## config.mk

```make
export PLATFORM = sky130hd
export DESIGN_NAME = ulmcs_line_modem
export DESIGN_NICKNAME = d
export VERILOG_FILES = /design/src/common/ulmcs_pkg.sv /design/src/rtl/ulmcs_line_modem.sv
export SDC_FILE = /design/constraint.sdc
export NUM_CORES = 1
export LEC_CHECK = 0
export BUFFER_PORTS_ARGS = -buffer_cell sky130_fd_sc_hd__buf_4
export CORE_MARGIN = 5
export CORE_UTILIZATION = 53
export DETAILED_ROUTE_END_ITERATION = 12
export GPL_ROUTABILITY_DRIVEN = 0
export HOLD_SLACK_MARGIN = 0.03
export PLACE_DENSITY_LB_ADDON = 0.1
export SYNTH_ARGS = -nofsm -noshare
export SYNTH_HDL_FRONTEND = slang
export SYNTH_SLANG_ARGS = --single-unit
```

## constraint.sdc

```tcl
create_clock -name clk_i -period 2.2 [get_ports clk_i]
set_input_delay 0.44 -clock clk_i [delete_from_list [all_inputs] [get_ports clk_i]]
set_output_delay 0.44 -clock clk_i [all_outputs]
set_load 0.05 [all_outputs]
```

## src/common/ulmcs_pkg.sv

```systemverilog
// ulmcs_pkg: constants and carriers for one uart channel's line/modem control and status block.
// assumes the receive/transmit datapath (shift registers, fifos, baud divider) lives outside
// and talks to this block through the core structs below.
package ulmcs_pkg;

   // register port offsets (three address lines)
   localparam logic [2:0] ULMCS_ADR_DATA  = 3'h0; // rx/tx holding, or divisor low byte
   localparam logic [2:0] ULMCS_ADR_IER   = 3'h1; // interrupt enable, or divisor high byte
   localparam logic [2:0] ULMCS_ADR_ISR   = 3'h2; // interrupt status read, fifo control write
   localparam logic [2:0] ULMCS_ADR_LFC   = 3'h3; // line_format_control
   localparam logic [2:0] ULMCS_ADR_MLC   = 3'h4; // modem_line_control
   localparam logic [2:0] ULMCS_ADR_LST   = 3'h5; // line_status
   localparam logic [2:0] ULMCS_ADR_MIS   = 3'h6; // modem_input_status
   localparam logic [2:0] ULMCS_ADR_SPR   = 3'h7; // scratch

   // reset values
   localparam logic [7:0] ULMCS_RST_LFC   = 8'h00;
   localparam logic [7:0] ULMCS_RST_MLC   = 8'h00;
   localparam logic [7:0] ULMCS_RST_IER   = 8'h00;
   localparam logic [7:0] ULMCS_RST_DIV   = 8'h00;
   localparam logic [7:0] ULMCS_RST_SPR   = 8'hff;
   localparam logic [1:0] ULMCS_RST_PSC   = 2'h0;

   // field positions
   localparam int ULMCS_LFC_PEN  = 3;
   localparam int ULMCS_LFC_EPS  = 4;
   localparam int ULMCS_LFC_STK  = 5;
   localparam int ULMCS_LFC_BRK  = 6;
   localparam int ULMCS_LFC_DLAB = 7;
   localparam int ULMCS_MLC_DTR  = 0;
   localparam int ULMCS_MLC_RTS  = 1;
   localparam int ULMCS_MLC_OUT1 = 2;
   localparam int ULMCS_MLC_IOE  = 3;
   localparam int ULMCS_MLC_LOOP = 4;
   localparam int ULMCS_MLC_ANY  = 5;
   localparam int ULMCS_MLC_IR   = 6;
   localparam int ULMCS_MLC_PSC  = 7;
   localparam int ULMCS_IER_LS   = 2;
   localparam int ULMCS_IER_MS   = 3;

   // prescaler: one baud-generator enable every four clocks when selected
   localparam logic [1:0] ULMCS_PSC_LAST = 2'h3;

   // from the datapath to this block
   typedef struct packed {
      logic       rx_done;        // receive shift register completed a character (pulse)
      logic [7:0] rx_shift_data;  // that character
      logic       rx_shift_par;   // its received parity bit
      logic       rx_break_char;  // that character was a break (all zero, no stop bit)
      logic       rx_flow_char;   // it is a flow-control character and sw flow control is on
      logic       rx_full;        // receive fifo (or holding register) full
      logic       rx_avail;       // at least one character held
      logic       rx_head_new;    // a new character reached the holding position (pulse)
      logic       head_pe;        // holding-position character tags
      logic       head_fe;
      logic       head_bi;
      logic [7:0] rx_head_data;   // holding-position character
      logic       fifo_mode;
      logic       fifo_err_any;   // some byte in the receive fifo carries an error tag
      logic       tx_load_shift;  // holding byte moved to transmit shift register (pulse)
      logic       tx_fifo_empty;
      logic       tx_shift_empty;
      logic       tx_serial;      // serial bit from transmit shift register
      logic [7:0] tx_data;        // character about to be shifted, for parity
      logic       ir_window;      // 3/16 bit-time window for the infrared encoder
      logic       auto_rts_high;  // automatic flow control wants request-to-send inactive
      logic [7:0] isr;            // interrupt status byte
      logic       core_irq;       // other interrupt sources of the channel
   } ulmcs_core_in_t;

   // from this block to the datapath
   typedef struct packed {
      logic        rx_push;      // store the completed character (pulse)
      logic        rx_read;      // host read the holding position (pulse)
      logic        thr_write;    // host loaded a transmit byte (pulse)
      logic [7:0]  thr_data;
      logic        fcr_write;    // host wrote fifo control (pulse)
      logic [15:0] divisor;
      logic        baud_en;      // prescaled clock enable for the baud generator
      logic        rx_line;      // receive line after loopback / infrared routing
      logic        tx_par;       // parity bit for tx_data
      logic        rx_perr;      // parity check result for the last completed character
      logic        resume_tx;    // any-character resume (pulse)
      logic [2:0]  format;       // word length and stop bits
   } ulmcs_core_out_t;

   // modem inputs, all active low at the pins
   typedef struct packed {
      logic cts_n;
      logic dsr_n;
      logic ri_n;
      logic cd_n;
   } ulmcs_modem_t;

   typedef struct packed {
      logic [7:0] lfc;
      logic [7:0] mlc;
      logic [7:0] interrupt_enable_reg;
      logic [7:0] dll;
      logic [7:0] divisor_high_byte;
      logic [7:0] spr;
      logic [7:0] rdata;
      logic       thre;
      logic       oe;
      logic       pe;
      logic       fe;
      logic       bi;
      logic       brk;
      logic       rd_q;
      logic       wr_q;
      logic [3:0] mprev;
      logic [3:0] delta;
      logic [1:0] pscnt;
      logic       baud_en;
      logic       tx_par;
      logic       rx_perr;
      logic       txd;
      logic       irtx;
   } ulmcs_state_t;

endpackage : ulmcs_pkg

```

## src/rtl/ulmcs_line_modem.sv

```systemverilog
// ulmcs_line_modem: line format, modem control, line and modem status of one uart channel.
// assumes a synchronous host port (strobes sampled on clk_i) and a datapath that supplies the
// receive/transmit events in ulmcs_core_in_t.
`timescale 1ns/1ps

module ulmcs_line_modem (
   input  wire logic                     clk_i,         // 40 MHz channel clock
   input  wire logic                     rst_n_i,       // synchronous reset, active low
   input  wire logic                     ce_i,          // clock enable, freezes all state when low
   input  wire logic                     cs_n_i,        // channel select
   input  wire logic                     rd_n_i,        // read strobe
   input  wire logic                     wr_n_i,        // write strobe
   input  wire logic [2:0]               addr_i,        // register offset
   input  wire logic [7:0]               data_i,        // data bus in
   output      logic [7:0]               data_o,        // data bus out, registered
   output      logic                     data_oe_n_o,   // low while driving the data bus
   input  wire logic                     interrupt_output_select_i,      // interrupt output select pin
   output      logic                     int_o,         // channel interrupt
   output      logic                     int_oe_n_o,    // low while the interrupt pin is driven
   input  wire ulmcs_pkg::ulmcs_modem_t  modem_i,       // modem inputs
   output      logic                     dtr_n_o,       // terminal ready
   output      logic                     rts_n_o,       // request to send
   input  wire logic                     rxd_i,         // serial receive pin
   input  wire logic                     irrx_i,        // infrared receive pin
   output      logic                     txd_o,         // serial transmit pin, registered
   output      logic                     irtx_o,        // infrared transmit pin, registered
   input  wire ulmcs_pkg::ulmcs_core_in_t  core_i,      // datapath events
   output      ulmcs_pkg::ulmcs_core_out_t core_o       // datapath controls
);
   import ulmcs_pkg::*;

   ulmcs_state_t st_reg;
   ulmcs_state_t st_next;
   logic         rd_act;
   logic         wr_act;
   logic         rd_go;
   logic         wr_go;
   logic         dlab;
   logic         loop;
   logic [3:0]   mstat;
   logic [7:0]   line_status;
   logic [7:0]   modem_input_status;
   logic [7:0]   rmux;
   logic         tx_int;
   logic         ls_irq;
   logic         ms_irq;

   // parity bit for a character of the programmed length
   function automatic logic par_calc(input logic [7:0] d, input logic [7:0] lfc);
      logic [7:0] m;
      m = d & (8'h1f | {lfc[1:0] == 2'h3, lfc[1], lfc[1:0] != 2'h0, 5'h00});
      if (lfc[ULMCS_LFC_STK]) begin
         par_calc = ~lfc[ULMCS_LFC_EPS];
      end else begin
         par_calc = lfc[ULMCS_LFC_EPS] ? ^m : ~^m;
      end
   endfunction : par_calc

   ////////////////////////////////////////////////////////////////////////////
   // host port decode
   assign rd_act = ~cs_n_i & ~rd_n_i;
   assign wr_act = ~cs_n_i & ~wr_n_i;
   assign rd_go  = ce_i & rd_act & ~st_reg.rd_q;
   assign wr_go  = ce_i & wr_act & ~st_reg.wr_q;
   assign dlab   = st_reg.lfc[ULMCS_LFC_DLAB];
   assign loop   = st_reg.mlc[ULMCS_MLC_LOOP];

   // modem input state, replaced by control bits in loopback
   always_comb begin
      if (loop) begin
         mstat = {st_reg.mlc[ULMCS_MLC_IOE],
                  st_reg.mlc[ULMCS_MLC_OUT1],
                  st_reg.mlc[ULMCS_MLC_DTR],
                  st_reg.mlc[ULMCS_MLC_RTS]};
      end else begin
         mstat = ~{modem_i.cd_n, modem_i.ri_n, modem_i.dsr_n, modem_i.cts_n};
      end
   end

   assign tx_int = st_reg.lfc[ULMCS_LFC_BRK] ? 1'b0 : core_i.tx_serial;
   assign line_status = {core_i.fifo_mode & core_i.fifo_err_any,
                 (core_i.fifo_mode ? core_i.tx_fifo_empty : st_reg.thre)
                    & core_i.tx_shift_empty,
                 core_i.fifo_mode ? core_i.tx_fifo_empty : st_reg.thre,
                 st_reg.bi, st_reg.fe, st_reg.pe, st_reg.oe,
                 core_i.rx_avail};
   assign modem_input_status = {mstat, st_reg.delta};
   assign ls_irq = st_reg.interrupt_enable_reg[ULMCS_IER_LS] & (st_reg.oe | st_reg.pe | st_reg.fe | st_reg.bi);
   assign ms_irq = st_reg.interrupt_enable_reg[ULMCS_IER_MS] & (|st_reg.delta);

   // read data selection
   always_comb begin
      if (addr_i == ULMCS_ADR_DATA) begin
         rmux = dlab ? st_reg.dll : core_i.rx_head_data;
      end else if (addr_i == ULMCS_ADR_IER) begin
         rmux = dlab ? st_reg.divisor_high_byte : st_reg.interrupt_enable_reg;
      end else if (addr_i == ULMCS_ADR_ISR) begin
         rmux = core_i.isr;
      end else if (addr_i == ULMCS_ADR_LFC) begin
         rmux = st_reg.lfc;
      end else if (addr_i == ULMCS_ADR_MLC) begin
         rmux = st_reg.mlc;
      end else if (addr_i == ULMCS_ADR_LST) begin
         rmux = line_status;
      end else if (addr_i == ULMCS_ADR_MIS) begin
         rmux = modem_input_status;
      end else begin
         rmux = st_reg.spr;
      end
   end

   ////////////////////////////////////////////////////////////////////////////
   // next state
   always_comb begin
      st_next      = st_reg;
      st_next.rd_q = rd_act;
      st_next.wr_q = wr_act;
      if (rd_go) begin
         st_next.rdata = rmux;
      end
      // writes take the data present when the strobe falls
      if (wr_go) begin
         if (addr_i == ULMCS_ADR_DATA) begin
            if (dlab) begin
               st_next.dll = data_i;
            end
         end else if (addr_i == ULMCS_ADR_IER) begin
            if (dlab) begin
               st_next.divisor_high_byte = data_i;
            end else begin
               st_next.interrupt_enable_reg = data_i;
            end
         end else if (addr_i == ULMCS_ADR_LFC) begin
            st_next.lfc = data_i;
         end else if (addr_i == ULMCS_ADR_MLC) begin
            st_next.mlc = data_i;
         end else if (addr_i == ULMCS_ADR_SPR) begin
            st_next.spr = data_i;
         end
      end
      // read clears first, hardware sets afterwards so a set in the same cycle wins
      if (rd_go && addr_i == ULMCS_ADR_LST) begin
         st_next.oe = 1'b0;
         st_next.pe = 1'b0;
         st_next.fe = 1'b0;
         st_next.bi = st_reg.brk;
      end
      if (rd_go && addr_i == ULMCS_ADR_MIS) begin
         st_next.delta = 4'h0;
      end
      if (wr_go && addr_i == ULMCS_ADR_DATA && !dlab) begin
         st_next.thre = 1'b0;
      end
      if (core_i.tx_load_shift) begin
         st_next.thre = 1'b1;
      end
      if (core_i.rx_done && core_i.rx_full) begin
         st_next.oe = 1'b1;
      end
      if (core_i.rx_head_new) begin
         st_next.pe = st_next.pe | core_i.head_pe;
         st_next.fe = st_next.fe | core_i.head_fe;
         st_next.bi = st_next.bi | core_i.head_bi;
      end
      // break stays armed until the routed receive line returns to mark
      if (core_i.rx_done && core_i.rx_break_char) begin
         st_next.brk = 1'b1;
      end else if (core_o.rx_line) begin
         st_next.brk = 1'b0;
      end
      st_next.mprev = mstat;
      st_next.delta[0] = st_next.delta[0] | (mstat[0] ^ st_reg.mprev[0]);
      st_next.delta[1] = st_next.delta[1] | (mstat[1] ^ st_reg.mprev[1]);
      st_next.delta[2] = st_next.delta[2] | (st_reg.mprev[2] & ~mstat[2]);
      st_next.delta[3] = st_next.delta[3] | (mstat[3] ^ st_reg.mprev[3]);
      st_next.pscnt   = st_reg.pscnt + 2'h1;
      st_next.baud_en = ~st_reg.mlc[ULMCS_MLC_PSC] | (st_reg.pscnt == ULMCS_PSC_LAST);
      st_next.tx_par  = par_calc(core_i.tx_data, st_reg.lfc);
      st_next.rx_perr = st_reg.lfc[ULMCS_LFC_PEN]
                        & (par_calc(core_i.rx_shift_data, st_reg.lfc) != core_i.rx_shift_par);
      // loopback parks the pin at mark; infrared idles at 0 and pulses only for space bits
      st_next.txd  = loop | st_reg.mlc[ULMCS_MLC_IR] | tx_int;
      st_next.irtx = ~loop & st_reg.mlc[ULMCS_MLC_IR] & ~tx_int & core_i.ir_window;
   end

   always_ff @(posedge clk_i) begin
      if (!rst_n_i) begin
         st_reg         <= '0;
         st_reg.lfc     <= ULMCS_RST_LFC;
         st_reg.mlc     <= ULMCS_RST_MLC;
         st_reg.interrupt_enable_reg     <= ULMCS_RST_IER;
         st_reg.dll     <= ULMCS_RST_DIV;
         st_reg.divisor_high_byte     <= ULMCS_RST_DIV;
         st_reg.spr     <= ULMCS_RST_SPR;
         st_reg.pscnt   <= ULMCS_RST_PSC;
         st_reg.thre    <= 1'b1;
         st_reg.txd     <= 1'b1;
         st_reg.rd_q    <= 1'b1;
         st_reg.wr_q    <= 1'b1;
         // sampled so that no change flag fires on the first cycle after reset
         st_reg.mprev   <= ~{modem_i.cd_n, modem_i.ri_n, modem_i.dsr_n, modem_i.cts_n};
      end else if (ce_i) begin
         st_reg <= st_next;
      end
   end

   ////////////////////////////////////////////////////////////////////////////
   // outputs
   assign data_o      = st_reg.rdata;
   assign data_oe_n_o = ~rd_act;
   assign int_o       = ls_irq | ms_irq | core_i.core_irq;
   assign int_oe_n_o  = ~(interrupt_output_select_i | st_reg.mlc[ULMCS_MLC_IOE]);
   assign dtr_n_o     = loop | ~st_reg.mlc[ULMCS_MLC_DTR];
   assign rts_n_o     = loop | ~st_reg.mlc[ULMCS_MLC_RTS] | core_i.auto_rts_high;
   assign txd_o       = st_reg.txd;
   assign irtx_o      = st_reg.irtx;

   always_comb begin
      core_o           = '0;
      // only the first character of a break run is stored; flow characters never are
      core_o.rx_push   = ce_i & core_i.rx_done & ~core_i.rx_full
                         & ~(st_reg.brk & core_i.rx_break_char) & ~core_i.rx_flow_char;
      core_o.rx_read   = rd_go & (addr_i == ULMCS_ADR_DATA) & ~dlab;
      core_o.thr_write = wr_go & (addr_i == ULMCS_ADR_DATA) & ~dlab;
      core_o.thr_data  = data_i;
      core_o.fcr_write = wr_go & (addr_i == ULMCS_ADR_ISR);
      core_o.divisor   = {st_reg.divisor_high_byte, st_reg.dll};
      core_o.baud_en   = st_reg.baud_en;
      core_o.rx_line   = loop ? tx_int : (st_reg.mlc[ULMCS_MLC_IR] ? ~irrx_i : rxd_i);
      core_o.tx_par    = st_reg.tx_par;
      core_o.rx_perr   = st_reg.rx_perr;
      core_o.resume_tx = ce_i & st_reg.mlc[ULMCS_MLC_ANY] & core_i.rx_done;
      core_o.format    = st_reg.lfc[2:0];
   end
endmodule : ulmcs_line_modem

```

==> summary.txt, run 1 <==
Power
  • Leakage Power: roughly 2.4 nW
  • Sw Ratio: 0.288
  • Switching power: approximately 900 uW
  • P per Cell Area: around 540 nW/um^2
  • Sequential power share: 0.490
  • Clock Power Share: 0.324
  • Proportion of power drawn by combinational gates: 0.186
  • Worst vdd ir: approximately 0.29 mV
  • Total power: a little over 3 mW
  • Int Pwr: 2.18 mW

Placement
  • Post-DP HPWL: ~10000 microns
  • I/O Buffers: 125

Worst setup path
  • R2R setup slack: about 0.4 ns
  • CP max stage cell: or3_1
  • CP most frequent cell: buf_4
  • Crit. End Element: primary output
  • Crit Path Max Fanout: 4
  • CP bufs+invs: 2
  • Crit Reg-Reg Startpoint: loop$_SDFFE_PN0P_
  • Worst r2r dst: data_o[7]$_SDFFE_PN0P_
  • Family with the most delay on the worst path: simple AND/OR/NAND/NOR gates
  • R2R cell count: 4
  • Cell Chain, Critical Path: buf_4 > or2_4 > or3_1 > nor3_4 > buf_4
  • Crit-path max cell delay: between 0.4 and 0.5 ns
  • Required time worst endpoint: 1.76 ns
  • Arr. time, crit path: between 1.5 and 2 ns
  • Crit Path Category: in -> out
  • CP Launch Type: input port

Logic synthesis
  • Flops & latches, synth: 79
  • Syn Nets: 610
  • Cell with the most instances after synthesis: nand2_1
  • Synth top area cells: dfxtp_1 33%, mux2i_1 9.1%, nor2b_1 6.2%
  • Simple-gate share of the synthesized area: 0.197
  • Ys async rst share: 0
  • YS warnings: 0
  • Compound-cell area share of the yosys netlist: 0.176
  • Synth Cell Area: between 4000 and 5000 sq um
  • Synth Area in XOR/XNOR: 0.0361
  • Synth top area share: 0.325
  • Area leader, netlist: dfxtp_1
  • Post-synthesis mux area share: 0.130
  • Cell count after synthesis: around 530
  • Largest family of logic cells by synthesized area: simple AND/OR/NAND/NOR gates
  • Post-Synth Adder-Cell Area: 0.00271
  • Most common library cells after synthesis: 76 x nand2_1, 75 x dfxtp_1, 46 x nor2b_1
  • Main flop type after synthesis: dfxtp_1
  • Post-synth EDFFs: 4
  • Yosys cell types: 56
  • Syn_area_per_cell: around 8.6 sq um
  • Register area share after synthesis: 0.352

Route
  • Vias: 4120
  • Initial DRC Count: between 300 and 400
  • Antenna-violating nets left: 0
  • DRC: 0
  • Post-Route WL: around 13000 microns
  • Avg WL per Cell: 17.7 microns
  • 1st-pass router iterations: 6
  • Routed vias/inst: 5.62

Clocking
  • Clk sinks: 79
  • Postcts setup bufs: 0
  • CTS tree: built
  • Post-CTS sizing: 0
  • Clock latency on the worst-skew pair: about 0.36 ns
  • Clock transition at path regs: about 0.080 ns
  • Hold_buf cts: 0
  • Root Driver: clkbuf_8
  • Cts bufs inserted: 9
  • CTS Buffer Depth: 2
  • Htree depth: 3

Timing
  • Hold Slack: 0.330 ns
  • RSZ-0062 raised after global routing: no
  • Clock skew: around 0.012 ns
  • Final hold vios: 0
  • Slew @ Worst Pin: around 0.52 ns
  • Slew margin rel.: 0.652
  • Finish-stage setup viols: 0
  • Fmax: between 400 and 500 MHz
  • Tmin final: 2.11 ns
  • Max Slew Vio Count: 0
  • Period utilization: 0.961

Finish
  • Nets: about 700
  • Post-layout util: 0.656
  • Fillers: 767
  • Layout area overhead: 22.1%
  • Layout cells sized above 1: 0.306
  • Max FFs per register: 37
  • Ant diodes: 0

Worst hold path
  • Hold Crit Class: in -> reg
  • Hold_sp: core_i[22]
  • WHS Path Cells: 3
  • Worst Hold End: st_reg[22]$_SDFFE_PN1P_

GRT
  • Grt ovf: 0
  • Largest net degree at the start of global routing: 63
  • Vias in the first global route: about 3900
  • Initial antenna violation count: 0
  • GR Util All Layers: 0.247
  • First-pass GRT wire length: 20200 microns

Die
  • # IOs: between 100 and 150
  • Area of the core: between 8000 and 9000 sq um
  • Die area: 10700 sq um
  • Die height: just over 100 microns
  • Row cnt: 34
  • Chip Width: a little over 100 microns
  • Initial Util: 0.537

Outcome
  • Status: finished, final reports clean

Run
  • Max-Cap Viols: 0
placed cells by master, fill, tap and decap left out, types with 3 or more instances in the layout:
cell type and count:
or3_1 4, xor2_1 6, nor3_4 3, and3_1 3, mux2i_1 42, edfxtp_1 4
a22o_1 5, o211ai_1 7, mux2_2 14, a31oi_1 3, a21oi_1 13, a21boi_1 18
nand2b_1 7, a32oi_1 6, o22ai_1 10, a22oi_1 10, a21boi_0 4, clkbuf_8 10
nand3_1 9, nor2_1 12, dfxtp_1 75, nand2_1 76, nor2b_1 46, buf_4 147
o21ai_0 23, inv_1 12, xnor2_1 13
through the flow:
step           instances  worst slack, ns  setup TNS [ns]  cell area, sq um
6_report             733           0.0855               0              5630
3_5_place_dp         717           0.0941               0              5450
2_1_floorplan        534           -0.157          -0.159              4650
5_1_grt              733           0.0190               0              5630
3_3_place_gp         717           0.0988               0              5450
4_1_cts              733           0.0839               0              5630
tightest hold or removal path, delay by kind of cell:
kind,cells,cell delay (ns)
AO/OA/AOI/OAI,1,0.08
AND/OR/NAND/NOR,1,0.04
buffers and inverters,1,0.08
final cells by class:
cell class                 count  area [sq um]  area share
clock inverter                 6          43.8     0.00777
tap                          108           135      0.0240
inverter                      13          51.3     0.00911
clock buffer                  10           138      0.0244
timing repair buffer         147          1100       0.196
multi-input combinational    370          2540       0.451
sequential                    79          1620       0.288
power groups by stage:
stage               clock [mW]  sequential [mW]  combinational [mW]
global placement             0             1.53               0.559
global route              1.09             1.50               0.617
floorplan                    0             1.53               0.347
CTS                       1.02             1.50               0.568
finish                   0.994             1.50               0.570
detailed placement           0             1.53               0.567
worst max-delay path by stage:
stage                                                   from                      to  slack, ns  depth (start not counted)
after CTS                 modem_input_status[0]$_SDFFE_PN0P_                   int_o       0.08                          4
after global routing                                  cs_n_i              core_o[34]       0.02                          5
after floorplan                                         ce_i              core_o[33]      -0.16                          5
after global placement                                cs_n_i              core_o[34]        0.1                          5
after detailed placement                           addr_i[2]  data_o[7]$_SDFFE_PN0P_       0.09                          7
final                                                 cs_n_i              core_o[34]       0.09                          5
logic make-up after synthesis:
| logic type | Yosys count |
|---|---|
| simple gates | 176 |
| xor+xnor | 19 |
| flops | 79 |
| compound gates | 117 |
| mux | 57 |
| buf+inv | 85 |
| fa+ha+maj | 1 |
per-layer routing:
metal	routed length (microns)	GRT usage	vias to the layer above
met4	291	0.0777	0
met2	6000	0.392	166
met5	0	0	-
met3	1030	0.0503	32
li1	-	-	1999
met1	5650	0.340	1923
Power figures use the tool's default switching activity.
==> run 2: changes to the inputs <==
--- a/config.mk
+++ b/config.mk
@@ -5,6 +5,7 @@
 export SDC_FILE = /design/constraint.sdc
 export NUM_CORES = 1
 export LEC_CHECK = 0
+export ABC_AREA = 1
 export BUFFER_PORTS_ARGS = -buffer_cell sky130_fd_sc_hd__buf_4
 export CORE_MARGIN = 5
 export CORE_UTILIZATION = 53
==> summary.txt, run 2 <==
Finish
  • Nets: 811 (+17%)
  • Layout area overhead: 21.8%
  • Most frequent cells in the layout: 145 x nand2_1, 138 x buf_4, 74 x dfxtp_1
  • Fillers: 736 (-4.0%)
  • Area of the multi-input gates: 2190 sq um (-14%)
  • Max FFs per register: 37 (unchanged)
  • Register Area: 1620 sq um (about the same)
  • Commonest non-fill, non-tap cell in the layout: nand2_1
  • Ant diodes: 0 (unchanged)
  • Layout cells sized above 1: 0.258 (-0.0475)

Die
  • # IOs: 126 (unchanged)
  • Die area: 10300 sq um (-3.5%)
  • Chip Width: 101 microns (-1.8%)
  • Area of the core: 8180 sq um (-4.9%)
  • Row cnt: 33 (-2.9%)
  • Initial Util: 0.542 (+0.00540)
  • Die height: 101 microns (-1.8%)

Logic synthesis
  • Synth top area cells: dfxtp_1 34%, nand2_1 12%, o21ai_0 7.8%
  • Yosys cell types: 39 (-30%)
  • Area leader, netlist: dfxtp_1
  • Syn_area_per_cell: 6.85 sq um (-21%)
  • Flops & latches, synth: 79 (unchanged)
  • Register area share after synthesis: 0.366 (+0.0143)
  • Synth top area share: 0.339 (+0.0132)
  • Cell with the most instances after synthesis: nand2_1
  • Cell count after synthesis: 647 (+21%)
  • Ys async rst share: 0 (unchanged)
  • Synth Cell Area: 4430 sq um (-3.9%)
  • Main flop type after synthesis: dfxtp_1
  • Syn Nets: 723 (+19%)
  • YS warnings: 0 (unchanged)
  • Post-synth EDFFs: 4 (unchanged)
  • Most common library cells after synthesis: 145 x nand2_1, 75 x dfxtp_1, 73 x nor2_1

GRT
  • GR Util All Layers: 0.251 (+0.00399)
  • Vias in the first global route: 4239 (+7.3%)
  • Initial antenna violation count: 0 (unchanged)
  • Largest net degree at the start of global routing: 57 (-9.5%)
  • First-pass GRT wire length: 20400 microns (+1.2%)
  • Grt ovf: 0 (unchanged)

Worst setup path
  • Crit Path Category: reg -> out
  • R2R setup slack: 0.42 ns (about the same)
  • Arr. time, crit path: 1.61 ns (-0.06 ns)
  • Worst r2r dst: data_o[7]$_SDFFE_PN0P_
  • R2R cell count: 12 (+8)
  • Crit Reg-Reg Startpoint: loop$_SDFFE_PN0P_
  • CP Launch Type: flip-flop
  • Crit Path Max Fanout: 7 (+3)
  • Required time worst endpoint: 1.76 ns (about the same)
  • Crit. End Element: primary output

Clocking
  • Root Driver: clkbuf_8
  • Clk sinks: 79 (unchanged)
  • Clock transition at path regs: 0.10 ns (+0.02 ns)
  • Clock latency on the worst-skew pair: 0.37 ns (about the same)
  • CTS Buffer Depth: 2 (unchanged)
  • Htree depth: 3 (unchanged)
  • CTS tree: built
  • Hold_buf cts: 0 (unchanged)
  • Cts bufs inserted: 9 (unchanged)

Worst hold path
  • WHS Path Cells: 3 (unchanged)
  • Hold_sp: core_i[10]
  • Hold Crit Class: in -> reg
  • Worst Hold End: irtx_o$_SDFFE_PN0P_

Timing
  • RSZ-0062 raised after global routing: no
  • Period utilization: 0.933 (-0.0278)
  • Slew margin rel.: 0.687 (+0.0351)
  • Tmin final: 2.05 ns (-0.0611 ns)
  • Finish-stage setup viols: 0 (unchanged)
  • Final hold vios: 0 (unchanged)
  • Clock skew: 0.0145 ns (+0.00271 ns)
  • Setup slack after layout: 0.147 ns (+0.0611 ns)
  • Max Slew Vio Count: 0 (unchanged)
  • Post-route setup TNS: 0 ns (unchanged)
  • Fmax: 487 MHz (+3.0%)
  • Slew @ Worst Pin: 0.469 ns (-0.0526 ns)

Power
  • Clock Power Share: 0.339 (+0.015)
  • Worst vdd ir: 0.317 mV (+10%)
  • Proportion of power drawn by combinational gates: 0.175 (-0.011)
  • P per Cell Area: 572 nW/um^2 (+5.2%)
  • Leakage Power: 2.50 nW (+2.3%)
  • Sequential power share: 0.486 (-0.004)
  • Sw Ratio: 0.313 (+0.0246)
  • Switching power: 967 uW (+9.5%)
  • Int Pwr: 2.12 mW (-2.6%)

Route
  • Routed vias/inst: 5.31 (-5.6%)
  • Antenna-violating nets left: 0 (unchanged)
  • DRC: 0 (unchanged)
  • Post-Route WL: 12800 microns (-1.1%)
  • Avg WL per Cell: 15.2 microns (-14%)
  • Initial DRC Count: 372 (+13%)
  • 1st-pass router iterations: 5 (-1)
  • Vias: 4485 (+8.9%)

Placement
  • DP Worst Slack: 0.246 ns (+0.152 ns)
  • I/O Buffers: 125 (unchanged)
  • Post-DP HPWL: 9600 microns (-4.3%)

Outcome
  • Status: finished, final reports clean

Run
  • Max-Cap Viols: 0 (unchanged)
run 2: changes by cell type in the layout (fill, tap and decap cells not counted), sizes merged, moves of 9 or more:
cell	before	now
nor2b	46	0
nor2	13	81
a31oi	3	12
inv	14	58
buf	147	138
a21boi	22	0
nand2	76	150
o21ai	23	69
nand3	9	38
mux2	14	0
mux2i	42	0
a22oi	10	0
a21oi	13	60
run 2: power by group through the flow:
stage / logic (mW) / registers (mW) / clock network [mW]
detailed placement: 0.538 / 1.53 / 0
global placement: 0.527 / 1.53 / 0
finish: 0.542 / 1.50 / 1.05
floorplan: 0.327 / 1.53 / 0
CTS: 0.540 / 1.50 / 1.04
global route: 0.594 / 1.51 / 1.12
run 2: cell type report:
| type | instances | share of cell area |
|---|---|---|
| Multi-Input combinational cell | 449 | 0.406 |
| Sequential cell | 79 | 0.301 |
| Timing Repair Buffer | 138 | 0.192 |
| Inverter | 58 | 0.0433 |
| Tap cell | 105 | 0.0243 |
| Clock buffer | 9 | 0.0229 |
| Clock inverter | 7 | 0.0114 |
run 2: metrics by stage:
step | area, sq um | hold slack [ns] | std cells | utilization | power, mW
detailed placement | 5190 | 0.451 | 826 | 0.635 | 2.07
global route | 5400 | 0.332 | 845 | 0.661 | 3.22
floorplan | 4450 | 0.427 | 647 | - | 1.86
finish | 5400 | 0.304 | 845 | 0.661 | 3.09
CTS | 5370 | 0.314 | 842 | 0.657 | 3.08
global placement | 5190 | 0.443 | 826 | 0.635 | 2.06
run 2: worst max-delay path by stage:
stage,endpoint,from
after global placement,core_o[34],cs_n_i
after CTS,core_o[6],loop$_SDFFE_PN0P_
after detailed placement,core_o[34],cs_n_i
after floorplan,core_o[34],rd_n_i
final,core_o[6],loop$_SDFFE_PN0P_
after global routing,core_o[6],loop$_SDFFE_PN0P_
run 2: timing repair:
action / in CTS / in global routing
buffers inserted: 0 / 3
gates resized for setup: 0 / 2
setup endpoints to repair: 0 / 1
run 2: cells by family (layout without fill, tap and decap cells):
group           after synthesis  count (layout)  synth area share
compound gates              151             151             0.180
simple gates                286             286             0.286
fa+ha+maj                     1               1           0.00282
xor+xnor                     11              11            0.0217
flops                        79              79             0.366
buf+inv                     119             212             0.143
run 2: layer usage:
metal	track usage	vias to the layer above	wire length (microns)
met5	0	-	0
met4	0.0828	0	233
met3	0.0585	23	1020
met2	0.401	181	6030
met1	0.336	2020	5560
li1	-	2261	-
run 2: critical path, cell delays in order (launching register included):
cell        delay (ns)
dfxtp_2           0.37
clkinvlp_4        0.15
nand2_1           0.09
inv_1             0.05
a221o_1           0.33
inv_1             0.07
buf_4             0.19
